[src/include/ccl_pkg.sv]
// What this block does
// - With the enable bit clear the comparator is powered off and its result reads low.
// - The invert bit passes the raw comparator output through unchanged at zero and inverted at one.
// - The result bit reads one for plus above minus, or for plus below minus when inverted.
// - The hysteresis bit drives the comparator hysteresis control and resets to one.
// - Each change of the result sets the interrupt flag, and a request is raised only if enabled.
// - In sleep or idle with the comparator on, a result change sets the flag and requests wake-up only if the flag was clear.
// - An enabled comparator keeps working in sleep or idle and is not switched off by it.
// - Selecting a comparator input function on a pin disconnects its pull-high automatically.
// - Bit 7 and bits 3 to 1 of the control register read zero and ignore writes.
package ccl_pkg;
    localparam int         CCL_AW          = 2;
    localparam logic [1:0] CCL_OFS_CTRL    = 2'h0;
    localparam logic [1:0] CCL_OFS_STATUS  = 2'h1;
    localparam logic [1:0] CCL_OFS_MASK    = 2'h2;
    localparam int         CCL_BIT_ON      = 6;
    localparam int         CCL_BIT_INV     = 5;
    localparam int         CCL_BIT_RES     = 4;
    localparam int         CCL_BIT_HYS     = 0;
    localparam int         CCL_BIT_FLAG    = 0;
    localparam int         CCL_BIT_WAKE    = 1;
    localparam logic [7:0] CCL_CTRL_WMASK  = 8'h61;
    localparam logic       CCL_RST_ON      = 1'h0;
    localparam logic       CCL_RST_INV     = 1'h0;
    localparam logic       CCL_RST_HYS     = 1'h1;
    localparam logic [1:0] CCL_RST_STATUS  = 2'h0;
    localparam logic [1:0] CCL_RST_MASK    = 2'h0;
    localparam int         CCL_SYNC_STAGES = 2;
    typedef enum logic [1:0] {CCL_RUN, CCL_LOWPWR} ccl_pwr_t;
endpackage
[src/core/ccl_pin_mux.sv]
`timescale 1ns/10ps
module ccl_pin_mux
    import ccl_pkg::*;
(
    input  wire logic [1:0] pin_func_cmp,
    input  wire logic [1:0] pin_pull_req,
    output logic      [1:0] pin_pull_on
);
    genvar i;
    generate
        for (i = 0; i < 2; i++) begin : g_pin
            // A pin serving as comparator input never keeps its pull-high.
            assign pin_pull_on[i] = pin_pull_req[i] & ~pin_func_cmp[i];
        end
    endgenerate
endmodule // ccl_pin_mux

[src/core/ccl_sync.sv]
`timescale 1ns/10ps
module ccl_sync
    import ccl_pkg::*;
(
    input  wire logic clk_sys,
    input  wire logic resetn,
    input  wire logic async_in,
    output logic      sync_out
);
    logic [CCL_SYNC_STAGES-1:0] stage;

    // Stage 0 feeds only stage 1.
    always_ff @(posedge clk_sys) begin
        if (!resetn) begin
            stage <= '0;
        end else begin
            stage <= {stage[CCL_SYNC_STAGES-2:0], async_in};
        end
    end

    assign sync_out = stage[CCL_SYNC_STAGES-1];
endmodule // ccl_sync

[src/core/ccl_top.sv]
// Added by the designer: the plain strobed port and the placing of the registers.
`timescale 1ns/10ps
module ccl_top
    import ccl_pkg::*;
(
    input  wire logic          clk_sys,
    input  wire logic          resetn,
    input  wire logic [CCL_AW-1:0] bus_addr,
    input  wire logic [7:0]    bus_wdata,
    input  wire logic          bus_wr,
    input  wire logic          bus_rd,
    output logic      [7:0]    bus_rdata,
    input  wire logic          low_power,
    input  wire logic          cmp_raw,
    output logic               cmp_power_on,
    output logic               cmp_hyst_on,
    input  wire logic [1:0]    pin_func_cmp,
    input  wire logic [1:0]    pin_pull_req,
    output logic      [1:0]    pin_pull_on,
    output logic               irq,
    output logic               wake_req
);
    logic       comparator_on;
    logic       output_invert;
    logic       hysteresis_on;
    logic       raw_sync;
    logic       compare_result;
    logic       result_prev;
    logic       result_change;
    logic [1:0] status;
    logic [1:0] mask;
    logic       flag_rise;
    logic       flag_prev;
    logic       flag_set;
    logic       wr_ctrl;
    logic       wr_status;
    logic       wr_mask;
    logic [7:0] ctrl_view;
    logic [7:0] next_rdata;
    ccl_pwr_t   pwr_state;

    ccl_sync u_sync (
        .clk_sys  (clk_sys),
        .resetn   (resetn),
        .async_in (cmp_raw),
        .sync_out (raw_sync)
    );

    ccl_pin_mux u_pins (
        .pin_func_cmp (pin_func_cmp),
        .pin_pull_req (pin_pull_req),
        .pin_pull_on  (pin_pull_on)
    );

    assign wr_ctrl   = bus_wr && bus_addr == CCL_OFS_CTRL;
    assign wr_status = bus_wr && bus_addr == CCL_OFS_STATUS;
    assign wr_mask   = bus_wr && bus_addr == CCL_OFS_MASK;

    // Control fields; only bits 6, 5 and 0 are writable.
    always_ff @(posedge clk_sys) begin
        if (!resetn) begin
            comparator_on <= CCL_RST_ON;
            output_invert <= CCL_RST_INV;
            hysteresis_on <= CCL_RST_HYS;
        end else if (wr_ctrl) begin
            comparator_on <= bus_wdata[CCL_BIT_ON];
            output_invert <= bus_wdata[CCL_BIT_INV];
            hysteresis_on <= bus_wdata[CCL_BIT_HYS];
        end
    end

    // The analog core is powered by the enable bit alone, whatever the power mode is.
    assign cmp_power_on = comparator_on;
    assign cmp_hyst_on  = hysteresis_on;

    // Off forces low; invert applied after the synchroniser.
    always_ff @(posedge clk_sys) begin
        if (!resetn) begin
            compare_result <= 1'b0;
        end else begin
            compare_result <= comparator_on & (raw_sync ^ output_invert);
        end
    end

    always_ff @(posedge clk_sys) begin
        if (!resetn) begin
            result_prev <= 1'b0;
        end else begin
            result_prev <= compare_result;
        end
    end

    assign result_change = compare_result ^ result_prev;

    // Power mode tracked for wake qualification.
    always_ff @(posedge clk_sys) begin
        if (!resetn) begin
            pwr_state <= CCL_RUN;
        end else begin
            case (pwr_state)
                CCL_RUN:    if (low_power) pwr_state <= CCL_LOWPWR;
                CCL_LOWPWR: if (!low_power) pwr_state <= CCL_RUN;
                default:    pwr_state <= CCL_RUN;
            endcase
        end
    end

    // Status bit 0 is the comparator flag; bit 1 records a wake event.
    // A hardware set wins over a write-one clear in the same cycle.
    always_ff @(posedge clk_sys) begin
        if (!resetn) begin
            status <= CCL_RST_STATUS;
        end else begin
            status[CCL_BIT_FLAG] <= result_change |
                (status[CCL_BIT_FLAG] &
                 ~(wr_status & bus_wdata[CCL_BIT_FLAG]));
            status[CCL_BIT_WAKE] <= wake_req |
                (status[CCL_BIT_WAKE] &
                 ~(wr_status & bus_wdata[CCL_BIT_WAKE]));
        end
    end

    always_ff @(posedge clk_sys) begin
        if (!resetn) begin
            flag_prev <= 1'b0;
        end else begin
            flag_prev <= status[CCL_BIT_FLAG];
        end
    end

    // A fresh 0 to 1 flag transition; a flag already high never wakes.
    assign flag_rise = status[CCL_BIT_FLAG] & ~flag_prev;
    assign flag_set  = flag_rise & comparator_on;
    assign wake_req  = flag_set && pwr_state == CCL_LOWPWR;

    always_ff @(posedge clk_sys) begin
        if (!resetn) begin
            mask <= CCL_RST_MASK;
        end else if (wr_mask) begin
            mask <= bus_wdata[1:0];
        end
    end

    assign irq = |(status & mask);

    always_comb begin
        ctrl_view = 8'h00;
        ctrl_view[CCL_BIT_ON]  = comparator_on;
        ctrl_view[CCL_BIT_INV] = output_invert;
        ctrl_view[CCL_BIT_RES] = compare_result;
        ctrl_view[CCL_BIT_HYS] = hysteresis_on;
    end

    always_comb begin
        next_rdata = 8'h00;
        case (bus_addr)
            CCL_OFS_CTRL:   next_rdata = ctrl_view & (CCL_CTRL_WMASK | 8'h10);
            CCL_OFS_STATUS: next_rdata = {6'h00, status};
            CCL_OFS_MASK:   next_rdata = {6'h00, mask};
            default:        next_rdata = 8'h00;
        endcase
    end

    always_ff @(posedge clk_sys) begin
        if (!resetn) begin
            bus_rdata <= 8'h00;
        end else if (bus_rd) begin
            bus_rdata <= next_rdata;
        end else begin
            bus_rdata <= 8'h00;
        end
    end

    a_off_forces_low: assert property (@(posedge clk_sys) disable iff (!resetn)
        !comparator_on |=> !compare_result)
        else $error("result high while comparator off");

    a_result_sense: assert property (@(posedge clk_sys) disable iff (!resetn)
        comparator_on |=> compare_result == ($past(raw_sync) ^ $past(output_invert)))
        else $error("result sense wrong");

    a_change_sets_flag: assert property (@(posedge clk_sys) disable iff (!resetn)
        result_change |=> status[CCL_BIT_FLAG])
        else $error("change did not set flag");

    a_irq_gated: assert property (@(posedge clk_sys) disable iff (!resetn)
        irq == ((status[0] & mask[0]) | (status[1] & mask[1])))
        else $error("interrupt gating wrong");

    a_wake_fresh: assert property (@(posedge clk_sys) disable iff (!resetn)
        wake_req |-> $rose(status[CCL_BIT_FLAG]))
        else $error("wake without fresh flag");

    // A flag that is already high blocks the wake, so only a fresh set counts.
    a_wake_lowpwr: assert property (@(posedge clk_sys) disable iff (!resetn)
        (low_power && result_change && comparator_on && !wr_ctrl &&
         !status[CCL_BIT_FLAG]) |=> wake_req)
        else $error("no wake in low power");

    a_ctrl_zero_bits: assert property (@(posedge clk_sys) disable iff (!resetn)
        (bus_rd && bus_addr == CCL_OFS_CTRL) |=> (bus_rdata & 8'h8E) == 8'h00)
        else $error("reserved bits nonzero");

    a_hyst_drive: assert property (@(posedge clk_sys) disable iff (!resetn)
        wr_ctrl |=> cmp_hyst_on == $past(bus_wdata[CCL_BIT_HYS]))
        else $error("hysteresis not driven");

    a_power_kept: assert property (@(posedge clk_sys) disable iff (!resetn)
        (comparator_on && low_power && !wr_ctrl) |=> cmp_power_on)
        else $error("comparator dropped in low power");

    a_pull_off: assert property (@(posedge clk_sys) disable iff (!resetn)
        (pin_func_cmp & pin_pull_on) == 2'h0)
        else $error("pull-high left on comparator pin");

    a_on_drive: assert property (@(posedge clk_sys) disable iff (!resetn)
        wr_ctrl |=> comparator_on == $past(bus_wdata[CCL_BIT_ON]))
        else $error("enable bit not taken");

    a_inv_drive: assert property (@(posedge clk_sys) disable iff (!resetn)
        wr_ctrl |=> output_invert == $past(bus_wdata[CCL_BIT_INV]))
        else $error("invert bit not taken");

    a_result_read: assert property (@(posedge clk_sys) disable iff (!resetn)
        (bus_rd && bus_addr == CCL_OFS_CTRL) |=>
            bus_rdata[CCL_BIT_RES] == $past(compare_result))
        else $error("result bit read wrong");

    // Reset checks run without disable so that the reset values are seen.
    a_hyst_reset: assert property (@(posedge clk_sys)
        !resetn |=> cmp_hyst_on)
        else $error("hysteresis not set by reset");

    a_reset_quiet: assert property (@(posedge clk_sys)
        !resetn |=> (!irq && !wake_req && !cmp_power_on &&
                     bus_rdata == 8'h00))
        else $error("outputs active after reset");

    a_flag_cause: assert property (@(posedge clk_sys) disable iff (!resetn)
        $rose(status[CCL_BIT_FLAG]) |-> $past(result_change))
        else $error("flag set without result change");

    a_flag_hold: assert property (@(posedge clk_sys) disable iff (!resetn)
        (status[CCL_BIT_FLAG] && !(wr_status && bus_wdata[CCL_BIT_FLAG]))
            |=> status[CCL_BIT_FLAG])
        else $error("flag lost without clear");

    a_flag_clear: assert property (@(posedge clk_sys) disable iff (!resetn)
        (wr_status && bus_wdata[CCL_BIT_FLAG] && !result_change)
            |=> !status[CCL_BIT_FLAG])
        else $error("flag not cleared by write");

    a_wake_on: assert property (@(posedge clk_sys) disable iff (!resetn)
        wake_req |-> (comparator_on && pwr_state == CCL_LOWPWR))
        else $error("wake while off or running");

    a_wake_pulse: assert property (@(posedge clk_sys) disable iff (!resetn)
        wake_req |=> !wake_req)
        else $error("wake longer than one cycle");

    a_wake_latch: assert property (@(posedge clk_sys) disable iff (!resetn)
        wake_req |=> status[CCL_BIT_WAKE])
        else $error("wake not recorded");

    a_rdata_idle: assert property (@(posedge clk_sys) disable iff (!resetn)
        !bus_rd |=> bus_rdata == 8'h00)
        else $error("read data outside read cycle");

    a_unmapped_read: assert property (@(posedge clk_sys) disable iff (!resetn)
        (bus_rd && bus_addr == 2'h3) |=> bus_rdata == 8'h00)
        else $error("unmapped index read nonzero");

    c_wake_blocked: cover property (@(posedge clk_sys) disable iff (!resetn)
        status[CCL_BIT_FLAG] && result_change && pwr_state == CCL_LOWPWR);
    c_power_off: cover property (@(posedge clk_sys) disable iff (!resetn)
        $fell(cmp_power_on));
    c_flag_set: cover property (@(posedge clk_sys) disable iff (!resetn)
        $rose(status[CCL_BIT_FLAG]));
    c_wake: cover property (@(posedge clk_sys) disable iff (!resetn) wake_req);
    c_irq: cover property (@(posedge clk_sys) disable iff (!resetn) $rose(irq));
endmodule // ccl_top

[config.mk]
export PLATFORM = sky130hd
export DESIGN_NAME = ccl_top
export DESIGN_NICKNAME = d
export VERILOG_FILES = /design/src/include/ccl_pkg.sv /design/src/core/ccl_pin_mux.sv /design/src/core/ccl_sync.sv /design/src/core/ccl_top.sv
export SDC_FILE = /design/constraint.sdc
export NUM_CORES = 1
export LEC_CHECK = 0
export ABC_AREA = 1
export BUFFER_PORTS_ARGS = -buffer_cell sky130_fd_sc_hd__clkbuf_2
export CAP_MARGIN = 0
export CORE_AREA = 4 4 46 48
export CTS_CLUSTER_DIAMETER = 80
export DETAILED_ROUTE_END_ITERATION = 7
export DIE_AREA = 0 0 50 52
export GPL_TIMING_DRIVEN = 0
export PLACE_DENSITY_LB_ADDON = 0.15
export SYNTH_ARGS = -nofsm -noshare
export SYNTH_HDL_FRONTEND = slang
export SYNTH_SLANG_ARGS = --single-unit
[constraint.sdc]
create_clock -name clk_sys -period 0.9 [get_ports clk_sys]
set_input_delay 0.045 -clock clk_sys [delete_from_list [all_inputs] [get_ports clk_sys]]
set_output_delay 0.045 -clock clk_sys [all_outputs]
set_load 0.01 [all_outputs]
Word-level counts from Yosys, hierarchy flattened

Cells that the tools add are included.

Bits in registers: 22
Latch bits: 0
Bits in writable memories: 0
ROM bits: 0
Bits of input ports: 20
Output and inout bits: 14
Memories kept: 0

Add/subtract/negate cells: 0
$mul: 0
Divide/modulo/power cells: 0
$lt $le $gt $ge: 0
Eq/ne operators: 5
Shift-type cells: 0
Muxes and demuxes: 4
Bitwise gates (word level): 19
Reductions and logical operators: 9

Operator list:

| kind               | number |
|---|---|
| $pmux 7 s3         | 1 |
| $and 1x1->1        | 9 |
| $not 1->1          | 5 |
| $eq 2x1->1 const B | 2 |
| $logic_and 1x1->1  | 4 |
| $logic_not 2->1    | 2 |
| $mux 2             | 2 |
| $ne 2x2->1 const B | 2 |
| $pmux 2 s2         | 1 |
| $reduce_and 2->1   | 2 |
| $and 2x2->2        | 1 |
| $eq 2x2->1 const B | 1 |
| $or 1x1->1         | 2 |
| $reduce_or 2->1    | 1 |
| $xor 1x1->1        | 2 |

Logic depth before layout (Yosys ltp)

Depth after elaboration: 6
Gate-level depth with buffers: 5
Mapped depth without buffers: 5

Modules after synthesis

A second synthesis with hierarchy kept.

Cell total of the unflattened synthesis: 93
Area total of the unflattened synthesis: 711.9 sq um

By module, submodules not included:

| module      | instances | cells each | area an instance (sq um) |
|---|---|---|---|
| ccl_top     | 1         | 83         | 636.9 |
| ccl_sync    | 1         | 6          | 55.1 |
| ccl_pin_mux | 1         | 4          | 20.0 |

Least setup slack after synthesis

Ideal clock, no wire load.

Path type: reg-to-reg
Start point: register status[0]
End point: register status[1]
Library setup time: 0.070 ns
Data arrival time: 0.645 ns
Data required time: 0.830 ns
Path slack: 0.185 ns
Cell stages (with the launch flop): 5
Path buffers: 0
Path through: dfxtp_1 -> inv_1 -> nor2_1 -> nand3_1 -> a21oi_1

Cells in the longest elaborated chain, start to end: 4

RTL lines:

| what                              | line           | RTL |
|---|---|---|
| from (decl)                       | ccl_top.sv:30  | `logic [1:0] status;` |
| from (signal, indexed assignment) | ccl_top.sv:114 | `status[CCL_BIT_FLAG] <= result_change \|` |
| from (signal, indexed assignment) | ccl_top.sv:117 | `status[CCL_BIT_WAKE] <= wake_req \|` |
| $and 1x1->1                       | ccl_top.sv:132 | `assign flag_rise = status[CCL_BIT_FLAG] & ~flag_prev;` |
| $and 1x1->1                       | ccl_top.sv:133 | `assign flag_set = flag_rise & comparator_on;` |
| $logic_and 1x1->1                 | ccl_top.sv:134 | `assign wake_req = flag_set && pwr_state == CCL_LOWPWR;` |
| $or 1x1->1                        | ccl_top.sv:117 |  |

Every way passes these cells.
A chain may end at the register's enable or synchronous reset.

Final worst setup path

Start point: register status[0]
End point: output wake_req

Cells in the longest elaborated chain, start to end: 3

RTL lines:

| what              | line           | RTL |
|---|---|---|
| $and 1x1->1       | ccl_top.sv:132 |  |
| $and 1x1->1       | ccl_top.sv:133 |  |
| $logic_and 1x1->1 | ccl_top.sv:134 |  |
| to (decl)         | ccl_top.sv:21  | `output logic wake_req` |

Every way passes these cells.

==> metrics.cfg <==
[clock_network]
h-tree-depth=1
cts.sink_count=18
clk_pin_slew_worst_paths_ps=100
cts_tree=built
clk_latency_ps=280
tritoncts.num_buffers=3
ctsRootBufferMaster=clkbuf_4
clk_path_buf_depth=2

[setup_path]
crit_path_top_delay_cell=dfxtp_2
timing.critical_path.from_type=register
cp_data_arrival_time_ps=1030
worstReg2RegStart=status[0]
worst-setup-path-type=register to output pin
ff2ff_setup_slack_ps=20
endpoint_kind=output pin
timing.critical_path.cells=inv_2 -> nor2_2 -> nand3_2 -> inv_1 -> buf_2
required_ps=850
reg2regPathDepth=5
cp_top_family=flip-flops
critical_path.max_stage_delay_ps=350
reg2reg_to=status[1]
critPathBufInv=3
timing.critical_path.fanout_max=2

[synth]
syn_avg_cell_area_um2=7.63
synthesis_stage_register_bit_count=18
synth_cells=94
seq_area_frac_synth=0.503
synth-edff-count=0
ys_warn_count=0
ys_types=19
netlist_area_um2=717
async_flop_share=0
ys_dominant_reg_cell=dfxtp_1

[layout]
syn_to_final_growth_pct=42.9
final.fill_count=158
insertedDiodeCount=0
final_nets=157
layout-drive-gt1-share=0.385
finalInstanceArea_um2=1020
final_util=0.600
instances_no_fill=160

[min_path]
min_from=bus_wdata[6]
hold_depth=3
hold_end=cmp_power_on
hold_crit_class=input pin to register

[placed_design]
placement.setup.worst_slack_ps=77.4
placement.cell_area_um2=886
io_buffers=26
placedCellCount=147
dp_hpwl_um=1120
gp_routability_congestion=0.796

[global_route]
global_route_wire_length_before_repair_um=2480
grt_usage=0.127
grt-ovfl-total=0
largest_net_degree_at_the_start_of_global_routing=11
antenna_found_initial=0
grt_pass1_vias=581

[power_and_ir_drop]
finalPower_mw=1.40
worst_ir_drop_vdd_mv=0.963
power.density_nw_per_um2=1370
total_leakage_power_nw=0.547

[sta]
finalCritPeriodShare=1.20
post-route-worst-setup-slack_ps=-179
rsz0062_at_grt=yes
final-max-slew-violation-count=0
max_clock_freq_ghz=0.926
finalClockSkew_ps=5.71
finalSetupViolCount=3
report.final.hold_viol_count=0
timing.final.crit_period_ps=1080

[routing]
routed-via-count=678
wire_per_inst_um=9.18
detailedRoute.firstIterationViolations=7
drc=0
detail_route.vias_per_cell=4.24
antenna_violating_nets_post_route=0
drt_wl_total_um=1470
detail_route.first_pass.iterations=4

[die]
dieArea_um2=2600
io_pins=34
coreArea_um2=1710
initial_utilization=0.420
rows=15
die_height_um=52
die_w_um=50

[run_status]
failed_checks=setup timing
run_status=complete, but fails checks

[job]
timing.max_cap.violations=0

-- cell families (layout without fill, tap and decap cells) --
group / count (synthesis) / after routing / synth area share
and+or+nand+nor: 43 / 43 / 0.279
buffers and inverters: 22 / 61 / 0.134
DFF: 18 / 18 / 0.503
AOI/OAI and AO/OA: 9 / 9 / 0.0663
other: 1 / 3 / 0.00523
xor gates and xnor gates: 1 / 1 / 0.0122
-- through the flow --
| stage | hold slack (ps) | TNS, ps |
|---|---|---|
| after floorplan | 138 | 0 |
| after global placement | 226 | 0 |
| after detailed placement | 226 | 0 |
| after CTS | 1.21 | -307 |
| after global routing | 2.93 | -535 |
| final | 7.98 | -275 |
-- flip-flops by register name, indices dropped and copies added, names as in the netlist --
name,cells
u_sync.stage,2
status,2
pwr_state,1
compare_result,1
mask,2
result_prev,1
cmp_power_on,1
bus_rdata,5
flag_prev,1
cmp_hyst_on,1
output_invert,1
-- tightest hold or removal path: stages --
cell	delay, ps
clkbuf_2	70
o21ai_0	70
nor2_1	70
-- cell usage in the layout, fill, tap and decap left out --
cell | synthesis | final
nor2_4 | 1 | 1
inv_2 | 2 | 3
nand4_1 | 3 | 3
o21ai_1 | 0 | 1
inv_1 | 15 | 14
dlygate4sd3_1 | 0 | 5
buf_6 | 0 | 2
clkinv_2 | 1 | 1
nor3_1 | 1 | 1
nand2_4 | 1 | 1
clkbuf_4 | 0 | 3
a21oi_2 | 0 | 1
buf_2 | 1 | 3
xnor2_1 | 1 | 1
clkbuf_2 | 0 | 23
buf_4 | 3 | 7
nand2_1 | 18 | 18
dfxtp_4 | 0 | 1
nand3_1 | 7 | 6
conb_1 | 1 | 3
dfxtp_1 | 18 | 14
a21oi_1 | 4 | 3
o211ai_1 | 1 | 1
nand3_2 | 1 | 2
nor2_1 | 11 | 10
nor2_2 | 0 | 1
o21ai_0 | 4 | 3
dfxtp_2 | 0 | 3
-- area by class of cell --
class / count / area [µm²] / area share
Timing Repair Buffer: 36 / 228 / 0.222
Multi-Input combinational cell: 56 / 279 / 0.272
Sequential cell: 18 / 368 / 0.359
Clock buffer: 3 / 22.5 / 0.0220
Tap cell: 25 / 31.3 / 0.0305
Buffer: 4 / 27.5 / 0.0269
Inverter: 18 / 68.8 / 0.0672
-- synth_stat cells (2+ instances only) --
cell / number / area [µm²]
nand3_1: 7 / 35.0
buf_4: 3 / 22.5
nand4_1: 3 / 18.8
o21ai_0: 4 / 20.0
inv_2: 2 / 7.51
nor2_1: 11 / 41.3
dfxtp_1: 18 / 360
nand2_1: 18 / 67.6
a21oi_1: 4 / 20.0
inv_1: 15 / 56.3
-- power by group --
part / internal [mW] / total [mW] / switching [mW]
logic: 0.0920 / 0.187 / 0.0954
registers: 0.817 / 0.831 / 0.0133
clock network: 0.155 / 0.383 / 0.227
-- worst max path at each step --
| stage | slack, ps | cells past startpoint | end | from |
|---|---|---|---|---|
| floorplan | 190 | 4 | status[1] | status[0] |
| global placement | 70 | 5 | wake_req | status[0] |
| detailed placement | 80 | 5 | wake_req | status[0] |
| CTS | -200 | 5 | wake_req | status[0] |
| global route | -260 | 5 | wake_req | status[0] |
| finish | -180 | 5 | wake_req | status[0] |
-- repair_timing --
item / 4_1_cts / 5_1_grt
setup endpoints to repair: 3 / 5
pin swaps: 1 / 1
endpoints found under the hold margin: 5 / 0
gates resized for setup: 5 / 11
hold buffers: 5 / 0
buffers inserted: 3 / 2
-- routing by layer --
layer	GRT usage	routed length, µm	up-vias
met5	0	0	-
met4	0.0553	9	0
met3	0.0372	94	2
met2	0.217	728	17
met1	0.145	637	292
li1	-	-	367
(Power assumes the default switching activity.)
